--- config.mk ---
export PLATFORM = sky130hd
export DESIGN_NAME = request_flags_bank
export DESIGN_NICKNAME = d
export VERILOG_FILES = /design/src/rtl/request_flag_bit.v /design/src/rtl/request_flags_bank.v
export VERILOG_INCLUDE_DIRS = /design/src /design/src/rtl
export SDC_FILE = /design/constraint.sdc
export NUM_CORES = 1
export LEC_CHECK = 0
export BUFFER_PORTS_ARGS = -buffer_cell sky130_fd_sc_hd__buf_2
export CELL_PAD_IN_SITES_DETAIL_PLACEMENT = 1
export CELL_PAD_IN_SITES_GLOBAL_PLACEMENT = 1
export CORE_UTILIZATION = 27
export CTS_CLUSTER_DIAMETER = 120
export CTS_CLUSTER_SIZE = 28
export DETAILED_ROUTE_END_ITERATION = 8
export PLACE_DENSITY_LB_ADDON = 0.1
export SLEW_MARGIN = 30
export SYNTH_ARGS = -nofsm -noshare
export SYNTH_HDL_FRONTEND = slang
export SYNTH_SLANG_ARGS = --single-unit
--- constraint.sdc ---
create_clock -name pclk -period 2.3 [get_ports pclk]
set_input_delay 0.115 -clock pclk [delete_from_list [all_inputs] [get_ports pclk]]
set_output_delay 0.115 -clock pclk [all_outputs]
set_load 0.01 [all_outputs]
--- src/rtl/irq_flags_regs.vh ---
// Register indices, field layouts and reset values of the request flag bank
`ifndef IRQ_FLAGS_REGS_VH
`define IRQ_FLAGS_REGS_VH

// Register indices; the byte address is four times the index
`define IDX_W            16
`define IDX_FLAGS_45     16'hf02c
`define IDX_FLAGS_67     16'hf02e
`define IDX_FLAGS_7      16'hf02f
`define IDX_SET_45       16'hf030
`define IDX_CLR_45       16'hf031
`define IDX_SET_67       16'hf032
`define IDX_CLR_67       16'hf033
`define IDX_INT_STATUS   16'hf034
`define IDX_INT_MASK     16'hf035

// Flag positions in the groups 4/5 word
`define BIT_TIMER_FOUR   14
`define BIT_UART_CH21    9
`define BIT_UART_CH20    8
`define BIT_TIMER_THREE  7
`define BIT_TIMER_TWO    6
`define BIT_UART_CH11    2
`define BIT_UART_CH10    1
`define BIT_I2C_ZERO     0

// Flag positions in the groups 6/7 word
`define BIT_SLOW_TB_TWO   13
`define BIT_SLOW_TB_ONE   12
`define BIT_SLOW_TB_THREE 11
`define BIT_SLOW_TB_ZERO  10
`define BIT_TIMER_X       9

// Implemented flag positions
`define IMPL_45          16'h43c7
`define IMPL_67          16'h3e00

// Reset values
`define FLAGS_RESET      16'h0000
`define INT_RESET        3'h0

// Interrupt status layout
`define EVT_W            3
`define EVT_PEND_45      0
`define EVT_PEND_67      1
`define EVT_OVERRUN      2

`endif

--- src/rtl/request_flag_bit.v ---
// One interrupt request flag with hardware set, software access and accept clear
`timescale 1ns/1ps
module request_flag_bit
#(
   parameter IMPL = 1
)
(
   input  wire pclk,
   input  wire presetn,
   input  wire clk_en,
   input  wire hw_set,
   input  wire sw_write,
   input  wire sw_wdata,
   input  wire sw_set,
   input  wire sw_clr,
   input  wire accept,
   output wire flag_d,
   output reg  flag_q,
   output wire overrun
);

   wire set_term;
   wire clr_term;

   // Peripheral request sets regardless of enables
   // Writing one sets, same as a peripheral request
   assign set_term = hw_set | sw_set | (sw_write & sw_wdata);
   // Accept by the CPU clears the flag
   assign clr_term = accept | sw_clr | (sw_write & ~sw_wdata);

   // Set wins over any clear; absent flags stay zero
   assign flag_d  = (IMPL == 0) ? 1'b0 :
                    set_term    ? 1'b1 :
                    clr_term    ? 1'b0 : flag_q;
   assign overrun = (IMPL != 0) & hw_set & flag_q;

   always @(posedge pclk or negedge presetn)
   begin
      if (!presetn)
      begin
         flag_q <= 1'b0;
      end
      else if (clk_en)
      begin
         flag_q <= flag_d;
      end
   end

endmodule // request_flag_bit

--- src/rtl/request_flags_bank.v ---
// Interrupt request flag bank for groups 4 to 7 with APB registers
`timescale 1ns/1ps
`include "irq_flags_regs.vh"
module request_flags_bank
#(
   parameter ADDR_W     = 18,
   parameter PRESENT_45 = 16'hffff,
   parameter PRESENT_67 = 16'hffff
)
(
   input  wire              pclk,
   input  wire              presetn,
   input  wire              clk_en,
   input  wire              psel,
   input  wire              penable,
   input  wire              pwrite,
   input  wire [ADDR_W-1:0] paddr,
   input  wire [31:0]       pwdata,
   output reg  [31:0]       prdata,
   output reg               pready,
   output reg               pslverr,
   input  wire              timer_four_request,
   input  wire              uart_ch21_request,
   input  wire              uart_ch20_request,
   input  wire              timer_three_request,
   input  wire              timer_two_request,
   input  wire              uart_ch11_request,
   input  wire              uart_ch10_request,
   input  wire              i2c_unit_zero_request,
   input  wire              slow_timebase_two_request,
   input  wire              slow_timebase_one_request,
   input  wire              slow_timebase_three_request,
   input  wire              slow_timebase_zero_request,
   input  wire              timer_x_request,
   input  wire [15:0]       source_enable_groups_4_5,
   input  wire [15:0]       source_enable_groups_6_7,
   input  wire [15:0]       accept_groups_4_5,
   input  wire [15:0]       accept_groups_6_7,
   output wire [15:0]       request_flags_groups_4_5,
   output wire [15:0]       request_flags_groups_6_7,
   output reg  [15:0]       pending_groups_4_5,
   output reg  [15:0]       pending_groups_6_7,
   output reg               irq
);

   localparam [15:0] EFF_45 = `IMPL_45 & PRESENT_45;
   localparam [15:0] EFF_67 = `IMPL_67 & PRESENT_67;
   localparam [31:0] EFF_ALL = {EFF_67, EFF_45};

   // Peripheral requests placed at their flag positions
   reg  [15:0]             hw_45;
   reg  [15:0]             hw_67;

   // Bus decode
   wire [`IDX_W-1:0]       idx;
   wire                    sel_flags_45;
   wire                    sel_flags_67;
   wire                    sel_flags_7;
   wire                    sel_set_45;
   wire                    sel_clr_45;
   wire                    sel_set_67;
   wire                    sel_clr_67;
   wire                    sel_status;
   wire                    sel_mask;
   wire                    mapped;
   wire                    access_first;
   wire                    wr_fire;

   // Per-flag software strobes, groups 4/5 low half, 6/7 high half
   wire [31:0]             hw_all;
   wire [31:0]             accept_all;
   wire [31:0]             wr_en_all;
   wire [31:0]             wr_data_all;
   wire [31:0]             set_all;
   wire [31:0]             clr_all;
   wire [31:0]             flag_d_all;
   wire [31:0]             flag_q_all;
   wire [31:0]             overrun_all;

   wire [15:0]             wr_en_67;
   wire [15:0]             wr_data_67;
   wire [15:0]             pend_45_d;
   wire [15:0]             pend_67_d;

   // Interrupt status and mask
   reg  [`EVT_W-1:0]       status_q;
   reg  [`EVT_W-1:0]       mask_q;
   wire [`EVT_W-1:0]       event_vec;
   wire [`EVT_W-1:0]       status_w1c;
   wire [`EVT_W-1:0]       status_d;
   wire [`EVT_W-1:0]       mask_d;

   reg  [31:0]             rdata_d;

   // Place each request at its documented bit
   always @*
   begin
      hw_45                   = 16'h0000;
      hw_45[`BIT_TIMER_FOUR]  = timer_four_request;
      hw_45[`BIT_UART_CH21]   = uart_ch21_request;
      hw_45[`BIT_UART_CH20]   = uart_ch20_request;
      hw_45[`BIT_TIMER_THREE] = timer_three_request;
      hw_45[`BIT_TIMER_TWO]   = timer_two_request;
      hw_45[`BIT_UART_CH11]   = uart_ch11_request;
      hw_45[`BIT_UART_CH10]   = uart_ch10_request;
      hw_45[`BIT_I2C_ZERO]    = i2c_unit_zero_request;
   end

   // Place each request at its documented bit
   always @*
   begin
      hw_67                     = 16'h0000;
      hw_67[`BIT_SLOW_TB_TWO]   = slow_timebase_two_request;
      hw_67[`BIT_SLOW_TB_ONE]   = slow_timebase_one_request;
      hw_67[`BIT_SLOW_TB_THREE] = slow_timebase_three_request;
      hw_67[`BIT_SLOW_TB_ZERO]  = slow_timebase_zero_request;
      hw_67[`BIT_TIMER_X]       = timer_x_request;
   end

   assign idx          = paddr[`IDX_W+1:2];
   assign sel_flags_45 = (idx == `IDX_FLAGS_45);
   assign sel_flags_67 = (idx == `IDX_FLAGS_67);
   assign sel_flags_7  = (idx == `IDX_FLAGS_7);
   assign sel_set_45   = (idx == `IDX_SET_45);
   assign sel_clr_45   = (idx == `IDX_CLR_45);
   assign sel_set_67   = (idx == `IDX_SET_67);
   assign sel_clr_67   = (idx == `IDX_CLR_67);
   assign sel_status   = (idx == `IDX_INT_STATUS);
   assign sel_mask     = (idx == `IDX_INT_MASK);
   assign mapped       = sel_flags_45 | sel_flags_67 | sel_flags_7 |
                         sel_set_45 | sel_clr_45 | sel_set_67 | sel_clr_67 |
                         sel_status | sel_mask;

   // One wait state: first access cycle raises pready, next edge completes
   assign access_first = psel & penable & ~pready;
   assign wr_fire      = clk_en & psel & penable & pready & pwrite & mapped;

   // Byte view of group 7 writes only the upper half of the 6/7 word
   assign wr_en_67   = sel_flags_67 ? 16'hffff :
                       sel_flags_7  ? 16'hff00 : 16'h0000;
   assign wr_data_67 = sel_flags_7 ? {pwdata[7:0], 8'h00} : pwdata[15:0];

   assign hw_all      = {hw_67, hw_45};
   assign accept_all  = {accept_groups_6_7, accept_groups_4_5};
   assign wr_en_all   = {wr_en_67 & {16{wr_fire}}, {16{wr_fire & sel_flags_45}}};
   assign wr_data_all = {wr_data_67, pwdata[15:0]};
   // Bit-set and bit-clear aliases touch only the flags written as one
   assign set_all     = {pwdata[15:0] & {16{wr_fire & sel_set_67}},
                         pwdata[15:0] & {16{wr_fire & sel_set_45}}};
   assign clr_all     = {pwdata[15:0] & {16{wr_fire & sel_clr_67}},
                         pwdata[15:0] & {16{wr_fire & sel_clr_45}}};

   genvar gi;
   generate
      for (gi = 0; gi < 32; gi = gi + 1)
      begin : g_flag
         // Reserved and absent positions are constant zero
         request_flag_bit
         #(
            .IMPL     (EFF_ALL[gi] ? 1 : 0)
         )
         u_flag
         (
            .pclk     (pclk),
            .presetn  (presetn),
            .clk_en   (clk_en),
            .hw_set   (hw_all[gi]),
            .sw_write (wr_en_all[gi]),
            .sw_wdata (wr_data_all[gi]),
            .sw_set   (set_all[gi]),
            .sw_clr   (clr_all[gi]),
            .accept   (accept_all[gi]),
            .flag_d   (flag_d_all[gi]),
            .flag_q   (flag_q_all[gi]),
            .overrun  (overrun_all[gi])
         );
      end
   endgenerate

   assign request_flags_groups_4_5 = flag_q_all[15:0];
   assign request_flags_groups_6_7 = flag_q_all[31:16];

   // Present only flags whose source enable is set
   assign pend_45_d = flag_d_all[15:0] & source_enable_groups_4_5;
   assign pend_67_d = flag_d_all[31:16] & source_enable_groups_6_7;

   always @(posedge pclk or negedge presetn)
   begin
      if (!presetn)
      begin
         pending_groups_4_5 <= `FLAGS_RESET;
         pending_groups_6_7 <= `FLAGS_RESET;
      end
      else if (clk_en)
      begin
         pending_groups_4_5 <= pend_45_d;
         pending_groups_6_7 <= pend_67_d;
      end
   end

   // Events: newly presented request per word, request on an already set flag
   assign event_vec[`EVT_PEND_45] = |(pend_45_d & ~pending_groups_4_5);
   assign event_vec[`EVT_PEND_67] = |(pend_67_d & ~pending_groups_6_7);
   assign event_vec[`EVT_OVERRUN] = |overrun_all;

   assign status_w1c = (wr_fire & sel_status) ? pwdata[`EVT_W-1:0] : `INT_RESET;
   // New event wins over a clear in the same cycle
   assign status_d   = (status_q & ~status_w1c) | event_vec;
   assign mask_d     = (wr_fire & sel_mask) ? pwdata[`EVT_W-1:0] : mask_q;

   always @(posedge pclk or negedge presetn)
   begin
      if (!presetn)
      begin
         status_q <= `INT_RESET;
         mask_q   <= `INT_RESET;
         irq      <= 1'b0;
      end
      else if (clk_en)
      begin
         status_q <= status_d;
         mask_q   <= mask_d;
         irq      <= |(status_d & mask_d);
      end
   end

   // Read mux; reserved bits and write-only aliases read zero
   always @*
   begin
      rdata_d = 32'h0000_0000;
      case (1'b1)
         sel_flags_45:
         begin
            rdata_d[15:0] = flag_q_all[15:0];
         end
         sel_flags_67:
         begin
            rdata_d[15:0] = flag_q_all[31:16];
         end
         sel_flags_7:
         begin
            rdata_d[7:0] = flag_q_all[31:24];
         end
         sel_status:
         begin
            rdata_d[`EVT_W-1:0] = status_q;
         end
         sel_mask:
         begin
            rdata_d[`EVT_W-1:0] = mask_q;
         end
         default:
         begin
            rdata_d = 32'h0000_0000;
         end
      endcase
   end

   // APB slave handshake with one wait state
   always @(posedge pclk or negedge presetn)
   begin
      if (!presetn)
      begin
         pready  <= 1'b0;
         pslverr <= 1'b0;
         prdata  <= 32'h0000_0000;
      end
      else if (clk_en)
      begin
         if (access_first)
         begin
            pready  <= 1'b1;
            pslverr <= ~mapped;
            prdata  <= pwrite ? 32'h0000_0000 : rdata_d;
         end
         else
         begin
            pready  <= 1'b0;
            pslverr <= 1'b0;
            prdata  <= 32'h0000_0000;
         end
      end
   end

endmodule // request_flags_bank

==> results of run 1 <==
[synth_stat cells (4+ instances only)]
master / count / area share (%)
a22o_1: 11 / 2.8
nor2_1: 27 / 2.9
a31oi_1: 6 / 1.1
buf_4: 68 / 15
o31ai_1: 4 / 0.86
nor3_1: 9 / 1.3
nand4_1: 5 / 0.90
nor2b_1: 4 / 0.72
nand3_1: 11 / 1.6
inv_1: 22 / 2.4
a221o_1: 4 / 1.2
a32o_1: 4 / 1.2
o2bb2ai_1: 8 / 2.0
and3_1: 4 / 0.72
nand2_1: 31 / 3.4
o21ai_0: 13 / 1.9
clkbuf_1: 12 / 1.3
a211oi_1: 4 / 0.86
a21oi_1: 16 / 2.3
a2111o_1: 4 / 1.3
dfrtp_1: 50 / 36
nand2b_1: 8 / 1.4
[registers in the layout (all words and copies together), names as in the netlist]
register,cells
prdata,15
g_flag.u_flag.flag_q,13
pending_groups_4_5,8
pending_groups_6_7,5
mask_q,3
status_q,3
irq,1
pready,1
pslverr,1
[worst max path at each step]
stage,startpoint,to,slack [ns],cells after the start
final,pready$_DFFE_PN0P_,irq$_DFFE_PN0P_,-0.19,8
after global routing,pready$_DFFE_PN0P_,irq$_DFFE_PN0P_,-0.29,9
after CTS,pready$_DFFE_PN0P_,irq$_DFFE_PN0P_,-0.22,9
after detailed placement,paddr[9],irq$_DFFE_PN0P_,-0.37,9
after global placement,paddr[9],irq$_DFFE_PN0P_,-0.34,9
after floorplan,pready$_DFFE_PN0P_,irq$_DFFE_PN0P_,-0.07,8
[cell usage in the layout, fill, tap and decap left out, drive strengths merged, types with 3 or more instances in the layout]
cell	n
nor2b	4
o2111ai	3
a22o	11
o32a	3
conb	55
a221oi	3
nand2b	8
dfrtp	50
a2111o	4
nand3	12
inv	22
and3	7
buf	176
nor2	27
o2bb2ai	8
clkbuf	6
o31ai	4
a21oi	16
nor3b	4
a32o	4
o21ai	13
a211oi	4
a221o	4
nand2	31
and2	3
nand4	5
a31oi	6
nor3	9
nor4	5
[layout make-up]
class / instances / area, µm² / area share, %
tap: 172 / 215.2 / 4.692
clock inverter: 2 / 12.51 / 0.2728
sequential: 50 / 1251 / 27.28
clock buffer: 6 / 138.9 / 3.028
inverter: 23 / 86.33 / 1.882
timing repair buffer: 177 / 1036 / 22.59
multi-input combinational: 286 / 1847 / 40.26
[routing by layer]
metal / GRT usage [%] / vias up
met5: 0 / -
met4: 2.597 / 0
met3: 2.741 / 6
met2: 31.18 / 127
met1: 27.54 / 1650
li1: - / 1598
[metrics by stage]
| stage | setup slack, ns | util [%] |
|---|---|---|
| after floorplan | -0.06770 | - |
| after global placement | -0.3362 | 34.78 |
| final | -0.1888 | 36.50 |
| after CTS | -0.2163 | 36.26 |
| after global routing | -0.2919 | 36.50 |
| after detailed placement | -0.3653 | 34.78 |
[cell families after synthesis]
kind of cell,synth area share [%]
mux,0.9369
flops,36.04
other cells,0.1080
compound gates,23.78
simple gates,20.50
buf+inv,18.63
[timing repair]
item / in CTS / in global routing
pin swaps: 9 / 6
gates resized for setup: 5 / 2
hold buffers: 0 / 1
setup endpoints to repair: 2 / 3
setup buffers: 1 / 2
hold endpoints to repair: 0 / 37
[where the power goes]
| group | internal (mW) | leakage [nW] | total, mW | switching, mW |
|---|---|---|---|---|
| Combinational | 0.228 | 1.57 | 0.554 | 0.326 |
| Sequential | 0.930 | 0.621 | 0.991 | 0.0608 |
| Clock | 0.432 | 0.0729 | 0.770 | 0.338 |
[worst max-delay path, cell delays in order, from the launching register on]
cell and delay [ns]:
dfrtp_1 0.39, nand2_4 0.09, nor4_4 0.47, and3_4 0.31
a211oi_1 0.07, a21oi_1 0.24, nor3b_1 0.10, o41a_1 0.40
o32a_1 0.29
==> results.toml, run 1 <==
[detailed_routing]
dr.pass1.iters = 4
wl_um = 12620
via_count = 3381
m1WireLength_um = 6237
wl_per_cell_um = 17.62
route.met2.wl_um = 5635
maxUsedRoutingLayer = "met4"
drtIter0Drc = 142
viasPerCell = 4.722
wl_met3_um = 687
antenna_left = 0
drc = 0

[worst_hold_path]
whs_endpoint = "pending_groups_6_7[9]$_DFFE_PN0P_"
min_from = "source_enable_groups_6_7[9]"
hold_class = "in -> reg"
hold_depth = 3

[clocking]
cts_tree = "done"
cts-htree-levels = 2
cts_num_sinks = 50
cts_buffers = 5
worst_skew_pair.late_latency_ns = 0.29
root_buffer = "clkbuf_16"
clk_pin_slew_worst_paths_ns = 0.07
clk_path_buf_depth = 2

[finish]
fin_nets = 676
area_growth_pct = 32.11
drive_above_1_share_pct = 38.79
fin_cells = 716
n_antenna_cell = 0
fillCellCount = 1530
postLayoutCellArea_um2 = 4587

[critical_path]
path_max_fanout = 6
end_kind = "flop"
worst_setup_path_start_kind = "flop"
cp.required_ns = 2.47
r2r_end = "irq$_DFFE_PN0P_"
crit_type = "reg -> reg"
regToRegStartpoint = "pready$_DFFE_PN0P_"
ff2ff_path_depth = 8
rrSetupSlack_ns = -0.19
crit_arrival_ns = 2.66

[sta]
fmax_mhz = 401.8
max_slew.worst_pin.slew_ns = 0.5744
setup_ws_ns = -0.1888
tns_ns = -0.1888
fin_skew_ns = 0.006668
finalSetupViolCount = 1
period_share_pct = 108.2
hold_viol_final = 0
min_period_ns = 2.489
finalMaxSlewViolations = 0
hold_slack_ns = 0.06634
max_slew_margin_pct = 61.22
rsz0062_at_grt = "true"

[floorplan]
die_h_um = 115.4
io_pins = 232
core_um2 = 12570
die-area_um2 = 13320
die_w_um = 115.4
rows = 41
start_util_pct = 27.63

[grt]
antenna_found_initial = 0
grt_pass1_vias = 3398
grt_max_degree = 46
overflow = 0
grt_usage_pct = 19.21
grt_pass1_wl_um = 19090

[power]
report.power.total_mw = 2.315
power_density_nw_per_um2 = 504.6
peakVddDrop_mv = 0.3606
leakagePower_nw = 2.263

[placement]
io_buffers = 119
post_dp_cell_area_um2 = 4372
dp_hpwl_um = 10370
gp_congestion = 0.8852
placed_cells = 704

[synth]
ys_async_sr_fraction_pct = 100.0
yosysWarningCount = 0
synth.cell_area_um2 = 3472
synthFlopType = "dfrtp_1"
synth_cell_type_count = 63
seq_area_frac_synth_pct = 36.04
synth-seq-cells = 50
syn_inst = 386
post_synth.cell_area_avg_um2 = 8.995
synth-edff-count = 0

[outcome]
violations = "negative setup slack"
status = "finished with violations"

[run]
drv_cap = 0
Note: power is estimated with default switching activity, not from simulation.
==> run 2, diff against run 1 <==
- ABC_AREA: default -> 1
- BUFFER_PORTS_ARGS: -buffer_cell sky130_fd_sc_hd__buf_2 -> -buffer_cell sky130_fd_sc_hd__buf_4
==> run 2 against run 1 <==
The flow now finishes without violations. Global-route usage down 2.1 points. Sequential power down 0.7%. Total power up 0.70%. Largest power group unchanged.
==> results.toml, run 2 <==
[clocking]
root_buffer = "clkbuf_16"
postCtsSetupRepairBufs = 0
cts_buffers = 5
clk_pin_slew_worst_paths_ns = 0.07
cts_tree = "done"
cts-htree-levels = 2
clk_path_buf_depth = 2
worst_skew_pair.late_latency_ns = 0.29
ctsResizeCount = 0
cts_num_sinks = 50

[critical_path]
worst_setup_path_start_kind = "flop"
rrSetupSlack_ns = 0.33
regToRegStartpoint = "pready$_DFFE_PN0P_"
path_max_fanout = 32
critPathLaunch = "pready$_DFFE_PN0P_"
crit_type = "reg -> reg"
cp.required_ns = 2.49
end_kind = "flop"
crit_arrival_ns = 2.16

[floorplan]
io_pins = 232
start_util_pct = 28.00
die-area_um2 = 15050
core_um2 = 14040
die_w_um = 122.7
rows = 43
die_h_um = 122.7

[finish]
n_antenna_cell = 0
fin_cells = 848
fin_nets = 800
postLayoutCoreUtil_pct = 35.41
area_growth_pct = 26.48
final_common_cell = "buf_4"
largestRegisters = "prdata (15), g_flag.u_flag.flag_q (13), pending_groups_4_5 (8)"
largest_register_ffs = 15
drive_above_1_share_pct = 30.69
top_register = "prdata"
final_cell_mix = "buf_4, nand2_1, inv_1"

[synth]
synth-edff-count = 0
syn_inst = 551
synth_top_area_share_pct = 31.83
synth.area.top_cells = "dfrtp_1, buf_4, nand2_1"
synth.cell_area_um2 = 3931
post-synth-top-count-cell = "nand2_1"
synthTopCellsByCount = "nand2_1, inv_1, buf_4"
post_synth.cell_area_avg_um2 = 7.135
synth-seq-cells = 50
yosysWarningCount = 0
seq_area_frac_synth_pct = 31.83
synthFlopType = "dfrtp_1"
synth_cell_type_count = 44
ys_async_sr_fraction_pct = 100.0
yosys.area.top_type = "dfrtp_1"

[worst_hold_path]
hold_class = "in -> reg"
min_from = "source_enable_groups_6_7[11]"

[power]
peakVddDrop_mv = 0.3282
leakagePower_nw = 2.685
pwr-share-comb_pct = 24.6
swShare_pct = 30.84
p_int_mw = 1.612
switching_power_mw = 0.7188
power_density_nw_per_um2 = 468.7
p_clk_share_pct = 33.2
pwr-share-seq_pct = 42.2

[sta]
max_slew_margin_pct = 53.06
hold_viol_final = 0
finalMaxSlewViolations = 0
rsz0062_at_grt = "false"
fin_skew_ns = 0.01005
finalSetupViolCount = 0
period_share_pct = 85.74
max_slew.worst_pin.slew_ns = 0.7041
fmax_mhz = 507.1
min_period_ns = 1.972
tns_ns = 0

[placement]
io_buffers = 119
gp_congestion = 0.7804
dp_hpwl_um = 10270
placed_cells = 839

[run]
drv_cap = 0

[detailed_routing]
wl_um = 12640
wl_per_cell_um = 14.91
drtIter0Drc = 160
antenna_left = 0
via_count = 3793
dr.pass1.iters = 4
drc = 0
viasPerCell = 4.473

[grt]
grt_util_met1_pct = 22.76
top_usage_layer = "met2"
grt_pass1_vias = 3898
grt_max_degree = 51
met2_usage_pct = 29.88
grt.met3_usage_pct = 2.323
antenna_found_initial = 0
grt_pass1_wl_um = 19820
grt_usage_pct = 17.16
overflow = 0

[outcome]
status = "completed"
-- run 2: path summary, 6_finish.rpt --
kind,endpoint,cells after the start
max in group asynchronous,status_q[2]$_DFFE_PN0P_,2
min,pending_groups_6_7[11]$_DFFE_PN0P_,3
min in group asynchronous,prdata[4]$_DFFE_PN0P_,2
max,irq$_DFFE_PN0P_,16
min reg2reg,prdata[4]$_DFFE_PN0P_,2
max reg2reg,irq$_DFFE_PN0P_,16
-- run 2: through the flow --
| stage | hold slack (ns) | worst slack, ns | cell area, µm² | total power, mW |
|---|---|---|---|---|
| global route | 0.07481 | 0.09762 | 4972 | 2.471 |
| CTS | 0.06791 | 0.3064 | 4972 | 2.369 |
| global placement | 0.2056 | 0.09381 | 4815 | 1.568 |
| finish | 0.06723 | 0.3281 | 4972 | 2.331 |
| detailed placement | 0.1997 | 0.06429 | 4815 | 1.580 |
| floorplan | -0.1806 | 0.4776 | 4134 | 1.368 |
-- run 2: timing repair --
item / 4_1_cts / 5_1_grt
hold buffers: 1 / 0
endpoints found under the setup margin: 0 / 0
hold endpoints to repair: 50 / 0
-- run 2: area by class of cell --
class / instances / area, µm²
clock buffer: 7 / 142.6
timing repair buffer: 137 / 1069
clock inverter: 1 / 5.005
inverter: 86 / 322.8
multi-input combinational: 387 / 1957
fill: 1792 / 9070
sequential: 50 / 1251
tap: 180 / 225.2
-- run 2: critical path, stage by stage, from the launching register on --
cell and delay, ns:
dfrtp_1 0.37, nand3_1 0.09, nor2_2 0.15, buf_12 0.21
nand2_2 0.09, nor2_1 0.18, nand2_1 0.07, nand3_1 0.07
nand2_1 0.12, nand3_1 0.09, nand2_1 0.05, inv_1 0.06
nand2_1 0.07, nand2_1 0.06, nand3_1 0.07, nand2_1 0.06
inv_1 0.04
-- run 2: kinds of logic (layout without fill, tap and decap cells) --
group	Yosys count	count (layout)	synth area share, %
compound gates	69	69	10.44
other cells	1	55	0.09539
mux	1	1	0.2864
flops	50	50	31.83
simple gates	262	262	33.80
buf+inv	168	231	23.55
-- run 2: power by group through the flow --
stage	Clock (mW)	Combinational (mW)	Sequential [mW]
6_report	0.773	0.573	0.984
5_1_grt	0.835	0.644	0.992
4_1_cts	0.801	0.583	0.985
3_5_place_dp	0	0.579	1.00
3_3_place_gp	0	0.568	1.00
2_1_floorplan	0	0.369	0.999
-- run 2: metal layers --
layer / vias to the layer above / wire length (µm)
li1: 1879 / -
met1: 1802 / 5855
met2: 108 / 6078
met3: 4 / 636
met4: 0 / 70
met5: - / 0
==> run 3, diff against run 2 <==
==> constraint.sdc (replaced) <==
create_clock -name pclk -period 2.3 [get_ports pclk]
set_input_delay 0.575 -clock pclk [delete_from_list [all_inputs] [get_ports pclk]]
set_output_delay 0.575 -clock pclk [all_outputs]
set_load 0.01 [all_outputs]
==> run 3 against run 2 <==
Largest cell class unchanged. Hold slack improved by 0.23 ns. Critical path type is now in -> reg. Clock skew is 0.0036 ns lower. Worst setup slack lost 0.29 ns. Highest routed layer unchanged. Critical endpoint unchanged. Via count is 3.3% higher. Final cell count rose by 4.0%.
==> results.toml, run 3 (synthesized netlist as in run 2, its figures left out) <==
[outcome]
status = "completed"

[critical_path]
path_max_fanout = 9
worstPathCellList = "buf_4 -> nor2_2 -> nand2_1 -> nor2_4 -> buf_12 -> nand2_4 -> nand2_4 -> nor2_4 -> nand2_8 -> buf_12 -> nand4_1 -> nand3b_2 -> nand2_2 -> nand3_2 -> nand2_1 -> nor2_2 -> nand3_2 -> nand2_1 -> nand3_1 -> nand2_1 -> inv_1"
end_kind = "flop"
crit_arrival_ns = 2.46
cp.required_ns = 2.50
crit_type = "in -> reg"
critPathMaxStageDelay_ns = 0.16
worst_setup_path_start_kind = "input pin"
cpMostUsedCell = "nand2_1"
critical-path-slowest-cell = "buf_12"

[sta]
max_slew.worst_pin.slew_ns = 0.6781
hold_slack_ns = 0.2951
period_share_pct = 98.31
fmax_mhz = 442.3
min_period_ns = 2.261
finalSetupViolCount = 0
tns_ns = 0
fin_skew_ns = 0.006482
max_slew_margin_pct = 54.79
rsz0062_at_grt = "true"
finalMaxSlewViolations = 0
hold_viol_final = 0

[clocking]
clk_pin_slew_worst_paths_ns = 0.07
cts_tree = "done"
cts_hold_buffers = 0
clk_path_buf_depth = 2
cts-htree-levels = 2
worst_skew_pair.late_latency_ns = 0.30
cts_num_sinks = 50
root_buffer = "clkbuf_16"
cts_buffers = 5

[finish]
fillCellCount = 1765
largest_register_ffs = 15
area_growth_pct = 38.45
n_antenna_cell = 0
postLayoutCoreUtil_pct = 38.76
drive_above_1_share_pct = 38.75
fin_nets = 834
final_common_cell = "buf_4"
largestRegisters = "prdata (15), g_flag.u_flag.flag_q (13), pending_groups_4_5 (8)"
top_register = "prdata"
final_cell_mix = "buf_4, nand2_1, inv_1"

[detailed_routing]
viasPerCell = 4.441
drc = 0
antenna_left = 0
wl_um = 13150
dr.pass1.iters = 5
wl_per_cell_um = 14.91
drtIter0Drc = 110
via_count = 3917

[grt]
grt_usage_pct = 17.65
overflow = 0
grt_max_degree = 51
grt_pass1_wl_um = 20510
grt_pass1_vias = 3974
antenna_found_initial = 0

[worst_hold_path]
hold_class = "in -> async"

[floorplan]
io_pins = 232
die_w_um = 122.7
die-area_um2 = 15050
core_um2 = 14040
start_util_pct = 28.00
rows = 43
die_h_um = 122.7

[power]
peakVddDrop_mv = 0.2110
pwr-share-seq_pct = 41.2
p_int_mw = 1.636
leakagePower_nw = 2.961
pwr-share-comb_pct = 25.3
power_density_nw_per_um2 = 439.4
p_clk_share_pct = 33.5
switching_power_mw = 0.7556
swShare_pct = 31.60

[placement]
dp_hpwl_um = 10550
gp_congestion = 0.7832
io_buffers = 119

[run]
drv_cap = 0
==> run 3: worst paths after layout <==
path                                        from                 endpoint  slack [ns]  depth (start not counted)
max reg2reg                   pready$_DFFE_PN0P_          irq$_DFFE_PN0P_        0.38                         17
min                                      presetn    prdata[4]$_DFFE_PN0P_        0.30                          1
max in group asynchronous                presetn  status_q[2]$_DFFE_PN0P_        1.53                          1
min reg2reg                prdata[3]$_DFFE_PN0P_    prdata[3]$_DFFE_PN0P_        0.48                          2
max                                    paddr[11]          irq$_DFFE_PN0P_        0.04                         21
min in group pclk          prdata[3]$_DFFE_PN0P_    prdata[3]$_DFFE_PN0P_        0.48                          2
==> run 3: through the flow <==
step / instance area, µm² / instances / worst slack, ns / power, mW
finish: 5443 / 882 / 0.03887 / 2.391
global route: 5443 / 882 / -0.1463 / 2.540
CTS: 5219 / 879 / -0.03923 / 2.404
detailed placement: 5055 / 871 / -0.3938 / 1.599
global placement: 5055 / 871 / -0.3309 / 1.586
floorplan: 4134 / 605 / 0.06465 / 1.368
==> run 3: worst max-delay path, delay by kind of cell <==
kind	cells	cell delay (ns)
buffers and inverters	4	0.45
AND/OR/NAND/NOR	17	1.43
==> run 3: routing by layer <==
layer	part of all wire (%)	global-route usage, %	vias to the layer above
li1	-	-	1947
met1	46	24.50	1853
met2	48	29.56	110
met3	4.9	2.091	7
met4	0.95	2.973	0
met5	0	0	-
==> run 3: repair_timing <==
item	CTS	global route
gates cloned	0	1
resized for setup	4	49
setup endpoints to repair	2	4
pin swaps	1	22
setup buffers	0	4
==> run 3: final cells by class <==
class / instances / area [µm²] / area share [%]
flip-flops and latches: 50 / 1251 / 22.99
clock inverters: 1 / 8.758 / 0.1609
inverters: 86 / 322.8 / 5.931
well taps: 180 / 225.2 / 4.138
multi-input cells: 387 / 2146 / 39.43
clock buffers: 7 / 142.6 / 2.621
repair buffers: 171 / 1346 / 24.74
==> run 3: power by group through the flow <==
stage	sequential, mW	clock [mW]	combinational (mW)
after floorplan	0.999	0	0.369
after global placement	1.00	0	0.586
after detailed placement	1.00	0	0.596
after CTS	0.987	0.819	0.598
after global routing	0.995	0.867	0.678
final	0.985	0.801	0.606
